`src/wake_filter_pkg.sv`:
```
// Shared constants for the wake-up frame identifier filter registers
`default_nettype none

package wake_filter_pkg;

   // ======================================================
   // Widths
   localparam int ADDR_W = 7;
   localparam int DATA_W = 16;
   localparam int ID_W   = 29;
   localparam int LOW_W  = 13;

   // ======================================================
   // Register offsets
   localparam logic [6:0] OFFS_CTRL      = 7'h30;
   localparam logic [6:0] OFFS_ID_HIGH   = 7'h32;
   localparam logic [6:0] OFFS_ID_LOW    = 7'h33;
   localparam logic [6:0] OFFS_MASK_HIGH = 7'h34;

   // ======================================================
   // Reset values
   localparam logic [15:0] ID_LOW_RESET    = 16'h0000;
   localparam logic [15:0] ID_HIGH_RESET   = 16'h0000;
   localparam logic [15:0] MASK_HIGH_RESET = 16'h0000;
   localparam logic        CFG_VALID_RESET = 1'b0;
   localparam logic [15:0] RDATA_RESET     = 16'h0000;

   // ======================================================
   // Field layout of the identifier low register and the control register valid bit
   localparam logic [15:0] ID_LOW_WMASK   = 16'hFF7F;
   localparam int          POS_RESERVED   = 7;
   localparam int          POS_REMOTE_REQ = 1;
   localparam int          POS_EXTENDED   = 0;
   localparam int          POS_CFG_VALID  = 0;
   localparam int          UPPER_ID_MSB   = 15;
   localparam int          UPPER_ID_LSB   = 8;
   localparam int          LOWER_ID_MSB   = 6;
   localparam int          LOWER_ID_LSB   = 2;

endpackage

`default_nettype wire

```
`src/wake_id_compare.sv`:
```
// Per-bit masked comparison of a received frame identifier and flags
`timescale 1ns/100ps
`default_nettype none

module wake_id_compare (
   input  wire logic [28:0] expected_id,
   input  wire logic [28:0] compare_enable,
   input  wire logic        expected_remote,
   input  wire logic        expected_extended,
   input  wire logic [28:0] rx_id,
   input  wire logic        rx_remote,
   input  wire logic        rx_extended,
   output logic             id_hit
);

   logic [28:0] bit_ok;

   // ======================================================
   // Disabled bits always agree
   genvar g;
   generate
      for (g = 0; g < wake_filter_pkg::ID_W; g++) begin : g_bit
         assign bit_ok[g] = !compare_enable[g] || (expected_id[g] == rx_id[g]);
      end
   endgenerate

   assign id_hit = (&bit_ok) && (expected_remote == rx_remote)
                   && (expected_extended == rx_extended);

endmodule

`default_nettype wire

```
`src/wake_frame_id_filter_regs.sv`:
```
// Wake-up frame identifier and mask registers with the identifier match
//
// Function
// - Identifier low register bits 15..8 hold identifier bits 12..5, read-write.
// - Bit 7 of the identifier low register is reserved, ignores writes and reads zero.
// - Identifier low register bits 6..2 hold identifier bits 4..0, read-write.
// - Bit 1 holds the expected remote-request flag, zero for data frame, one for remote request.
// - Bit 0 holds the expected extension flag, zero for 11 bit and one for 29 bit identifiers.
// - The high mask register holds compare enables for identifier bits 28..13 in bits 15..0.
// - A zero enable ignores that identifier bit, a one compares it against the received frame.
// - Power-on or soft reset clears both registers to zero.
// - Restart keeps every stored bit of the identifier low register, bit 7 still reading zero.
// - Restart keeps all sixteen bits of the high mask register.
// - Identifier bits 28..13 are stored in a companion identifier high register.
// - The configuration-valid flag clears on any configuration change, a wake-up or reset.
`timescale 1ns/100ps
`default_nettype none

module wake_frame_id_filter_regs (
   input  wire logic        REF_CLK,
   input  wire logic        RST,
   input  wire logic        RESTART,
   input  wire logic        WAKE_EVENT,
   input  wire logic        OTHER_CONFIG_WRITE,
   input  wire logic        REG_WR,
   input  wire logic        REG_RD,
   input  wire logic [6:0]  REG_ADDR,
   input  wire logic [15:0] REG_WDATA,
   output logic      [15:0] REG_RDATA,
   input  wire logic        RX_FRAME_VALID,
   input  wire logic [28:0] RX_ID,
   input  wire logic        RX_REMOTE,
   input  wire logic        RX_EXTENDED,
   input  wire logic [12:0] LOW_COMPARE_ENABLE,
   output logic             CONFIG_VALID,
   output logic             WAKE_MATCH
);

   // ======================================================
   // Storage
   logic [15:0] id_low_reg;
   logic [15:0] id_low_next;
   logic [15:0] id_high_reg;
   logic [15:0] id_high_next;
   logic [15:0] mask_high_reg;
   logic [15:0] mask_high_next;
   logic        cfg_valid_reg;
   logic        cfg_valid_next;
   logic [15:0] rdata_reg;
   logic [15:0] rdata_next;
   logic        match_reg;
   logic        match_next;

   // ======================================================
   // Address decode
   function automatic logic hits(input logic [6:0] addr, input logic [6:0] offs);
      hits = (addr == offs);
   endfunction

   logic wr_ok;
   logic wr_id_low;
   logic wr_id_high;
   logic wr_mask_high;
   logic wr_ctrl;
   logic cfg_change;

   // Writes during restart are dropped so stored values survive it
   assign wr_ok        = REG_WR && !RESTART;
   assign wr_id_low    = wr_ok && hits(REG_ADDR, wake_filter_pkg::OFFS_ID_LOW);
   assign wr_id_high   = wr_ok && hits(REG_ADDR, wake_filter_pkg::OFFS_ID_HIGH);
   assign wr_mask_high = wr_ok && hits(REG_ADDR, wake_filter_pkg::OFFS_MASK_HIGH);
   assign wr_ctrl      = wr_ok && hits(REG_ADDR, wake_filter_pkg::OFFS_CTRL);
   assign cfg_change   = wr_id_low || wr_id_high || wr_mask_high || OTHER_CONFIG_WRITE;

   // ======================================================
   // Next values
   // Reserved bit forced low on write
   assign id_low_next    = wr_id_low ? (REG_WDATA & wake_filter_pkg::ID_LOW_WMASK)
                                     : id_low_reg;
   assign id_high_next   = wr_id_high ? REG_WDATA : id_high_reg;
   assign mask_high_next = wr_mask_high ? REG_WDATA : mask_high_reg;

   // Clear beats a software set in the same cycle: a stale set must not validate
   assign cfg_valid_next = (cfg_change || WAKE_EVENT || RESTART) ? 1'b0
                         : wr_ctrl ? REG_WDATA[wake_filter_pkg::POS_CFG_VALID]
                         : cfg_valid_reg;

   logic [15:0] read_word;
   assign read_word =
      hits(REG_ADDR, wake_filter_pkg::OFFS_ID_LOW)    ? id_low_reg :
      hits(REG_ADDR, wake_filter_pkg::OFFS_ID_HIGH)   ? id_high_reg :
      hits(REG_ADDR, wake_filter_pkg::OFFS_MASK_HIGH) ? mask_high_reg :
      hits(REG_ADDR, wake_filter_pkg::OFFS_CTRL)      ? {15'h0, cfg_valid_reg} :
      16'h0000;
   assign rdata_next = REG_RD ? read_word : rdata_reg;

   // ======================================================
   // Identifier match
   logic [28:0] expected_id;
   logic [28:0] compare_enable;
   logic        id_hit;

   assign expected_id = {id_high_reg,
                         id_low_reg[wake_filter_pkg::UPPER_ID_MSB:wake_filter_pkg::UPPER_ID_LSB],
                         id_low_reg[wake_filter_pkg::LOWER_ID_MSB:wake_filter_pkg::LOWER_ID_LSB]};
   assign compare_enable = {mask_high_reg, LOW_COMPARE_ENABLE};

   wake_id_compare u_compare (
      .expected_id       (expected_id),
      .compare_enable    (compare_enable),
      .expected_remote   (id_low_reg[wake_filter_pkg::POS_REMOTE_REQ]),
      .expected_extended (id_low_reg[wake_filter_pkg::POS_EXTENDED]),
      .rx_id             (RX_ID),
      .rx_remote         (RX_REMOTE),
      .rx_extended       (RX_EXTENDED),
      .id_hit            (id_hit)
   );

   // Matching only armed while software has validated the setup
   assign match_next = RX_FRAME_VALID && id_hit && cfg_valid_reg;

   // ======================================================
   // Registers
   // Stored setup; restart leaves it alone because its writes are dropped
   always_ff @(posedge REF_CLK) begin
      if (RST) begin
         id_low_reg    <= wake_filter_pkg::ID_LOW_RESET;
         id_high_reg   <= wake_filter_pkg::ID_HIGH_RESET;
         mask_high_reg <= wake_filter_pkg::MASK_HIGH_RESET;
      end else begin
         id_low_reg    <= id_low_next;
         id_high_reg   <= id_high_next;
         mask_high_reg <= mask_high_next;
      end
   end

   always_ff @(posedge REF_CLK) begin
      if (RST) begin
         cfg_valid_reg <= wake_filter_pkg::CFG_VALID_RESET;
      end else begin
         cfg_valid_reg <= cfg_valid_next;
      end
   end

   always_ff @(posedge REF_CLK) begin
      if (RST) begin
         rdata_reg <= wake_filter_pkg::RDATA_RESET;
         match_reg <= 1'b0;
      end else begin
         rdata_reg <= rdata_next;
         match_reg <= match_next;
      end
   end

   assign REG_RDATA    = rdata_reg;
   assign CONFIG_VALID = cfg_valid_reg;
   assign WAKE_MATCH   = match_reg;

   // ======================================================
   // Match checks against a reference view built apart from the instance
   logic [28:0] ref_expected;
   logic [28:0] ref_diff;

   assign ref_expected = {id_high_reg, id_low_reg[15:8], id_low_reg[6:2]};
   assign ref_diff     = (RX_ID ^ ref_expected) & {mask_high_reg, LOW_COMPARE_ENABLE};
endmodule

`default_nettype wire

```
`config.mk`:
```
export PLATFORM = sky130hd
export DESIGN_NAME = wake_frame_id_filter_regs
export DESIGN_NICKNAME = d
export VERILOG_FILES = /design/src/wake_filter_pkg.sv /design/src/wake_id_compare.sv /design/src/wake_frame_id_filter_regs.sv
export SDC_FILE = /design/constraint.sdc
export NUM_CORES = 1
export LEC_CHECK = 0
export ABC_AREA = 1
export BUFFER_PORTS_ARGS = -buffer_cell sky130_fd_sc_hd__buf_4
export CAP_MARGIN = 5
export CORE_MARGIN = 2
export CORE_UTILIZATION = 40
export CTS_CLUSTER_DIAMETER = 50
export CTS_CLUSTER_SIZE = 10
export DETAILED_ROUTE_END_ITERATION = 12
export PLACE_DENSITY = 0.67
export SYNTH_ARGS = -nofsm -noshare
export SYNTH_HDL_FRONTEND = slang
export SYNTH_SLANG_ARGS = --single-unit
```
`constraint.sdc`:
```
create_clock -name REF_CLK -period 2.05 [get_ports REF_CLK]
set_clock_uncertainty 0.15 [all_clocks]
set_input_delay 0 -clock REF_CLK [delete_from_list [all_inputs] [get_ports REF_CLK]]
set_output_delay 0 -clock REF_CLK [all_outputs]
set_load 0.005 [all_outputs]
```
==> key figures, run 1 <==
Clock tree
  • Root Driver: clkbuf_8
  • Clock Sinks: 65
  • Clock H-tree levels: 3
  • CTS resizes: 0
  • CTS tree: built
  • Post-CTS setup buffers: 0
  • Worst-path clk slew: 0.07 ns
  • Clk buf depth: 2
  • Clock buffer count from CTS: 9
  • Clock latency on the worst-skew pair: 0.36 ns

Worst setup path
  • Arrival @ worst endpoint: 2.01 ns
  • Setup crit start kind: register
  • CP required: 2.20 ns
  • CP endpoint kind: register
  • Worst Path Max Fanout: 4
  • R2R cell count: 7
  • Crit-path cells: or2_2 -> nand3_1 -> nand3_1 -> dlygate4sd3_1 -> nor2_1 -> nand2_1 -> nor2_1
  • CP max-delay cell: dlygate4sd3_1
  • Setup CP Type: reg -> reg
  • Reg2reg start: id_high_reg[10]$_SDFFE_PP0P_
  • Largest stage delay, worst path: 0.59 ns
  • Worst reg2reg path endpoint: WAKE_MATCH$_SDFF_PP0_
  • Worst reg-to-reg setup slack: 0.19 ns

STA
  • Final period util: 90.5%
  • Final-report hold violation count: 0
  • Setup Viol. Count Final: 0
  • Minimum clock period after layout: 1.86 ns
  • RSZ-0062 raised after global routing: no
  • Worst slew pin tran: 0.402 ns
  • Fin. max-slew vios: 0
  • FMAX: 539 MHz
  • Worst slew margin: 73.2%
  • TNS Setup: 0 ns

Placed design
  • Post-Place Cells: 768
  • Gp weighted congestion: 0.838
  • Placed inst area: 0.00458 mm^2
  • HPWL after detailed placement: 8140 um
  • PortBufs: 92

Power
  • Switching power total: 0.705 mW
  • Lkg Pwr: 2.29 nW
  • Int Pwr: 2.20 mW
  • Net Sw Frac: 24.3%
  • Peak supply drop: 0.255 mV
  • Seq pwr share: 43.6%
  • Combinational power share: 13.8%
  • Power per cell area: 555 mW/mm^2
  • Clock network fraction of design power: 42.6%

Final layout
  • Sequential cell area: 0.00130 mm^2
  • Syn-to-layout area delta: 36.3%
  • # diodes: 0
  • Footprint of the multi-input gates: 0.00207 mm^2
  • Fraction of layout cells with a size suffix above 1: 24.4%
  • Fin cells: 826
  • Final Cell Area: 0.00523 mm^2
  • Fill count: 912
  • Final #Nets: 767
  • Most common cell after layout, fill and taps aside: nand2_1
  • Most frequent cells in the layout: 152 x nand2_1, 100 x buf_4, 79 x nand3_1

Die
  • IO Pins: 93
  • Total die area: 0.0104 mm^2
  • Core Area: 0.00928 mm^2
  • Initial Util: 41.3%
  • Std cell rows: 35
  • Die X: 102 um
  • Die height: 102 um

Synth
  • Yosys warnings: 0
  • Post-synthesis cell type count: 28
  • Mapped Cells: 570
  • Post-Syn Area per Cell: 6.73 um^2
  • Syn_nets: 645
  • Cell Area, Synth: 0.00384 mm^2
  • Synthesized flop and latch total: 65
  • Sequential fraction of the synthesis area: 33.9%

Run
  • Max-cap violations: 0

Drt
  • First-pass DRT Iterations: 5
  • Final wirelength: 11,900 um
  • Vias: 4,150
  • DRT antenna net count: 0
  • Starting DRT DRC Count: 294
  • Wire per inst: 14.4 um
  • Via-per-instance ratio: 5.02
  • Post-route DRC: 0

GRT
  • First-pass GRT wire length: 18,700 um
  • Initial antenna violation count: 0
  • Largest net degree at the start of global routing: 75
  • GRT Total Usage: 23.2%
  • Vias in the first global route: 3,867
  • Gr ovfl total: 0

Min path
  • Hold path depth: 8
  • Hold path startpoint: RX_ID[24]
  • HP Class: in -> reg
  • Worst Hold End: WAKE_MATCH$_SDFF_PP0_

Outcome
  • Status: finished clean
==> critical path, delay by kind of cell, from the launching register on <==
| kind | cells | cell delay (ns) |
|---|---|---|
| DFF | 1 | 0.34 |
| and+or+nand+nor | 6 | 0.72 |
| buffers and inverters | 1 | 0.59 |
==> area by class of cell <==
type	count	share of cell area, %
Timing Repair Buffer	144	23.2
Clock inverter	1	0.574
Multi-Input combinational cell	404	39.7
Tap cell	129	3.09
Clock buffer	15	3.76
Inverter	68	4.88
Sequential cell	65	24.9
==> repair_timing <==
action                                  4_1_cts  5_1_grt
endpoints found under the setup margin        0        0
endpoints found under the hold margin        64        0
hold buffers                                 42        0
==> through the flow <==
step           total power [mW]  hold WS (ns)  worst slack (ns)  utilization, %
2_1_floorplan              1.45        0.0178             0.898               -
3_3_place_gp               1.62         0.145             0.544            49.4
3_5_place_dp               1.63         0.157             0.520            49.4
4_1_cts                    2.90        0.0376             0.190            56.3
5_1_grt                    2.99        0.0709             0.101            56.3
6_report                   2.90        0.0200             0.195            56.3
==> layer usage <==
layer / vias to the layer above / global-route usage, % / routed length [um]
met5: - / 0 / 0
met4: 0 / 9.74 / 216
met3: 25 / 4.45 / 885
met2: 170 / 36.5 / 5520
met1: 1862 / 31.2 / 5300
li1: 2093 / - / -
==> cells in the mapped netlist, drive strengths merged <==
cell | instances | area (um^2)
buf | 26 | 180
or2 | 2 | 12.5
o21bai | 15 | 169
clkinv | 1 | 3.75
nor4 | 1 | 6.26
a211oi | 8 | 100
nor2 | 54 | 235
dfxtp | 65 | 1300
xor2 | 1 | 8.76
nand3 | 81 | 423
nand4 | 26 | 163
o21ai | 4 | 20.0
inv | 67 | 251
nand2 | 156 | 601
clkbuf | 7 | 26.3
a21oi | 56 | 337
==> worst max path at each step <==
stage | from | endpoint | slack (ns) | depth (start not counted)
after floorplan | id_high_reg[10]$_SDFFE_PP0P_ | WAKE_MATCH$_SDFF_PP0_ | 0.90 | 6
after global placement | REG_ADDR[3] | CONFIG_VALID$_SDFFE_PP0P_ | 0.54 | 10
after detailed placement | REG_ADDR[2] | CONFIG_VALID$_SDFFE_PP0P_ | 0.52 | 12
after CTS | id_high_reg[10]$_SDFFE_PP0P_ | WAKE_MATCH$_SDFF_PP0_ | 0.19 | 7
after global routing | id_high_reg[10]$_SDFFE_PP0P_ | WAKE_MATCH$_SDFF_PP0_ | 0.10 | 7
final | id_high_reg[10]$_SDFFE_PP0P_ | WAKE_MATCH$_SDFF_PP0_ | 0.19 | 7
==> cells by family (layout without fill, tap and decap cells) <==
logic type             Yosys count  in the layout  synth area share [%]
flip-flops                      65             65                  33.9
AO/OA/AOI/OAI                   83             83                  16.3
XOR/XNOR                         1              1                 0.228
buffers and inverters          101            228                  12.0
AND/OR/NAND/NOR                320            320                  37.5
==> power groups by stage <==
stage	combinational, mW	sequential [mW]	clock, mW
2_1_floorplan	0.158	1.29	0
5_1_grt	0.434	1.27	1.29
3_5_place_dp	0.330	1.30	0
6_report	0.400	1.27	1.24
4_1_cts	0.393	1.27	1.24
3_3_place_gp	0.326	1.30	0
Power figures use the tool's default switching activity.
==> run 2, diff against run 1 <==
CORE_UTILIZATION = 58   (was 40)
PLACE_DENSITY = 0.9   (was 0.67)
SYNTH_HIERARCHICAL = 1   (was unset)
==> run 2 against run 1 <==
Total power fell by 9.0%. Flip-flop and latch count is the same. Cell count shrank 6.8%. Critical endpoint is now mask_high_reg[2]$_SDFFE_PP0P_.
==> key figures, run 2 <==
Synth
  • Post-Syn Area per Cell: 6.50 um^2 (-3.5%)
  • Cell Area, Synth: 0.00377 mm^2 (-1.8%)
  • Sequential fraction of the synthesis area: 34.5% (+0.63 points)
  • Post-synthesis cell type count: 24 (-14%)
  • Ranking of synthesized cells by area: dfxtp_1 35%, nand2_1 15%, nand3_1 9.7%
  • Mapped Cells: 580 (+1.8%)
  • Asr flop ratio synth: 0% (unchanged)
  • Count leader, synth: nand2_1
  • Synthesized flop and latch total: 65 (unchanged)
  • Post-synth EDFFs: 0 (unchanged)
  • Prevailing post-synth register cell: dfxtp_1
  • Largest area contributor in the netlist: dfxtp_1
  • Yosys warnings: 6 (+6)
  • Post-synth top area share: 34.5% (+0.63 points)
  • Syn_nets: 655 (+1.6%)
  • Post-synth top cells: 155 x nand2_1, 73 x nand3_1, 69 x nor2_1, 67 x inv_1, 65 x dfxtp_1

Final layout
  • Final #Nets: 763 (-0.52%)
  • Syn-to-layout area delta: 29.7%
  • Most frequent cells in the layout: 155 x nand2_1, 100 x buf_4, 73 x nand3_1
  • # diodes: 0 (unchanged)
  • Final Cell Area: 0.00488 mm^2 (-6.6%)
  • Fraction of layout cells with a size suffix above 1: 19.3% (-5.1 points)
  • Most common cell after layout, fill and taps aside: nand2_1

Min path
  • Hold path startpoint: REG_ADDR[4]
  • HP Class: in -> reg
  • Hold path depth: 5 (-3)
  • Worst Hold End: mask_high_reg[15]$_SDFFE_PP0P_

STA
  • Final-report hold violation count: 0 (unchanged)
  • Worst slew margin: 51.8% (-21 points)
  • Final period util: 94.5% (+4.0 points)
  • Worst slew pin tran: 0.722 ns (+0.320 ns)
  • Minimum clock period after layout: 1.94 ns (+0.0817 ns)
  • TNS Setup: 0 ns (unchanged)
  • Setup Viol. Count Final: 0 (unchanged)
  • Fin. max-slew vios: 0 (unchanged)
  • RSZ-0062 raised after global routing: no
  • FMAX: 516 MHz (-4.2%)

Power
  • Switching power total: 0.731 mW (+3.6%)
  • Lkg Pwr: 2.11 nW (-7.7%)
  • Combinational power share: 13.9% (about the same)
  • Post-layout power: 2.64 mW (-9.0%)
  • Power per cell area: 541 mW/mm^2 (-2.5%)
  • Peak supply drop: 0.399 mV (+56%)
  • Int Pwr: 1.91 mW (-13%)
  • Seq pwr share: 47.9% (+4.3 points)
  • Net Sw Frac: 27.7% (+3.4 points)
  • Clock network fraction of design power: 38.2% (-4.4 points)

Run
  • Max-cap violations: 0 (unchanged)

Drt
  • DRT antenna net count: 0 (unchanged)
  • Vias: 4,363 (+5.1%)
  • First-pass DRT Iterations: 5 (unchanged)
  • Via-per-instance ratio: 5.67 (+13%)
  • Post-route DRC: 0 (unchanged)
  • Starting DRT DRC Count: 356 (+21%)
  • Wire per inst: 14.9 um (+3.4%)
  • Final wirelength: 11,500 um (-3.6%)

Clock tree
  • Clock buffer count from CTS: 9 (unchanged)
  • CTS tree: built
  • Clock latency on the worst-skew pair: 0.35 ns (about the same)
  • Worst-path clk slew: 0.08 ns (about the same)
  • CTS resizes: 0 (unchanged)
  • Clock H-tree levels: 3 (unchanged)
  • Root Driver: clkbuf_8
  • Clock Sinks: 65 (unchanged)
  • Clk buf depth: 2 (unchanged)

Worst setup path
  • Worst reg-to-reg setup slack: 0.49 ns (+0.30 ns)
  • CP required: 2.18 ns (-0.02 ns)
  • Reg2reg start: id_high_reg[1]$_SDFFE_PP0P_
  • Worst reg2reg path endpoint: WAKE_MATCH$_SDFF_PP0_
  • R2R cell count: 10 (+3)
  • CP endpoint kind: register
  • Setup crit start kind: input port
  • Largest stage delay, worst path: 0.60 ns (about the same)
  • Setup CP Type: in -> reg
  • Arrival @ worst endpoint: 2.07 ns (+0.06 ns)
  • Crit. Startpoint: REG_ADDR[0]
  • CP max-delay cell: dlygate4sd3_1
  • Crit-path cells: dlygate4sd3_1 -> buf_4 -> inv_1 -> nand2_1 -> nor2_4 -> buf_12 -> nand4_1 -> dlygate4sd3_1 -> a21oi_1
  • Top cell by count, worst path: dlygate4sd3_1
  • Worst Path Max Fanout: 20 (+16)

Placed design
  • Gp weighted congestion: 0.851 (+1.5%)
  • PortBufs: 92 (unchanged)
  • HPWL after detailed placement: 7380 um (-9.3%)
  • Placed inst area: 0.00438 mm^2 (-4.4%)

Die
  • Core Area: 0.00631 mm^2 (-32%)
  • IO Pins: 93 (unchanged)
  • Total die area: 0.00716 mm^2 (-31%)
  • Die height: 84.6 um (-17%)
  • Std cell rows: 29 (-17%)
  • Initial Util: 59.7% (+18 points)
  • Die X: 84.6 um (-17%)

GRT
  • Largest net degree at the start of global routing: 66 (-12%)
  • Gr ovfl total: 0 (unchanged)
  • Vias in the first global route: 4,065 (+5.1%)
  • Initial antenna violation count: 0 (unchanged)
  • First-pass GRT wire length: 18,400 um (-1.6%)
  • GRT Total Usage: 31.9% (+8.7 points)

Outcome
  • Status: finished clean
-- run 2: power groups by stage --
stage / clock [mW] / combinational [mW] / sequential, mW
after CTS: 1.00 / 0.353 / 1.27
after global routing: 1.06 / 0.396 / 1.27
after detailed placement: 0 / 0.312 / 1.30
final: 1.01 / 0.367 / 1.27
after global placement: 0 / 0.304 / 1.30
after floorplan: 0 / 0.155 / 1.30
-- run 2: repair_timing --
action / in CTS / in global routing
buffers inserted: 0 / 3
endpoints found under the hold margin: 61 / 0
hold buffers: 30 / 0
setup endpoints to repair: 0 / 2
-- run 2: how the worst max path moves through the flow --
stage | endpoint | slack, ns
2_1_floorplan | WAKE_MATCH$_SDFF_PP0_ | 0.87
3_3_place_gp | REG_RDATA[14]$_SDFFE_PP0P_ | 0.51
3_5_place_dp | id_low_reg[10]$_SDFFE_PP0P_ | 0.45
4_1_cts | mask_high_reg[5]$_SDFFE_PP0P_ | 0.04
5_1_grt | mask_high_reg[2]$_SDFFE_PP0P_ | 0.00003
6_report | mask_high_reg[2]$_SDFFE_PP0P_ | 0.11
-- run 2: final cells by class --
cell class                      instances  area, um^2
Inverter                               67         251
Timing Repair Buffer                  131        1070
Clock inverter                          6        42.5
Clock buffer                           10         138
Tap cell                               77        96.3
Fill cell                             472        1430
Multi-Input combinational cell        414        1980
Sequential cell                        65        1300
-- run 2: layer usage --
metal / vias to the layer above / global-route usage, % / part of all wire [%]
met4: 0 / 15.4 / 3.5
met3: 39 / 4.62 / 9.1
met1: 1978 / 38.3 / 37
met5: - / 0 / 0
li1: 2095 / - / -
met2: 251 / 55.6 / 50
-- run 2: critical path: cells and delay by family --
family                 cells  cell delay [ns]
AOI/OAI and AO/OA          1             0.14
buffers and inverters      5             1.53
and+or+nand+nor            3             0.39
-- run 2: through the flow --
stage / setup slack [ns] / hold slack, ns / utilization (%) / std cells
2_1_floorplan: 0.866 / -0.0107 / - / 580
3_3_place_gp: 0.508 / 0.103 / 69.4 / 721
3_5_place_dp: 0.454 / 0.106 / 69.4 / 721
4_1_cts: 0.0443 / 0.0177 / 77.0 / 767
5_1_grt: 0.0000313 / 0.0725 / 77.4 / 770
6_report: 0.113 / 0.0362 / 77.4 / 770
-- run 2: kinds of logic after synthesis --
kind of cell,count (synthesis),synth area share (%)
XOR/XNOR,3,0.698
buffers and inverters,101,12.8
AND/OR/NAND/NOR,345,41.6
AO/OA/AOI/OAI,66,10.4
flip-flops,65,34.5
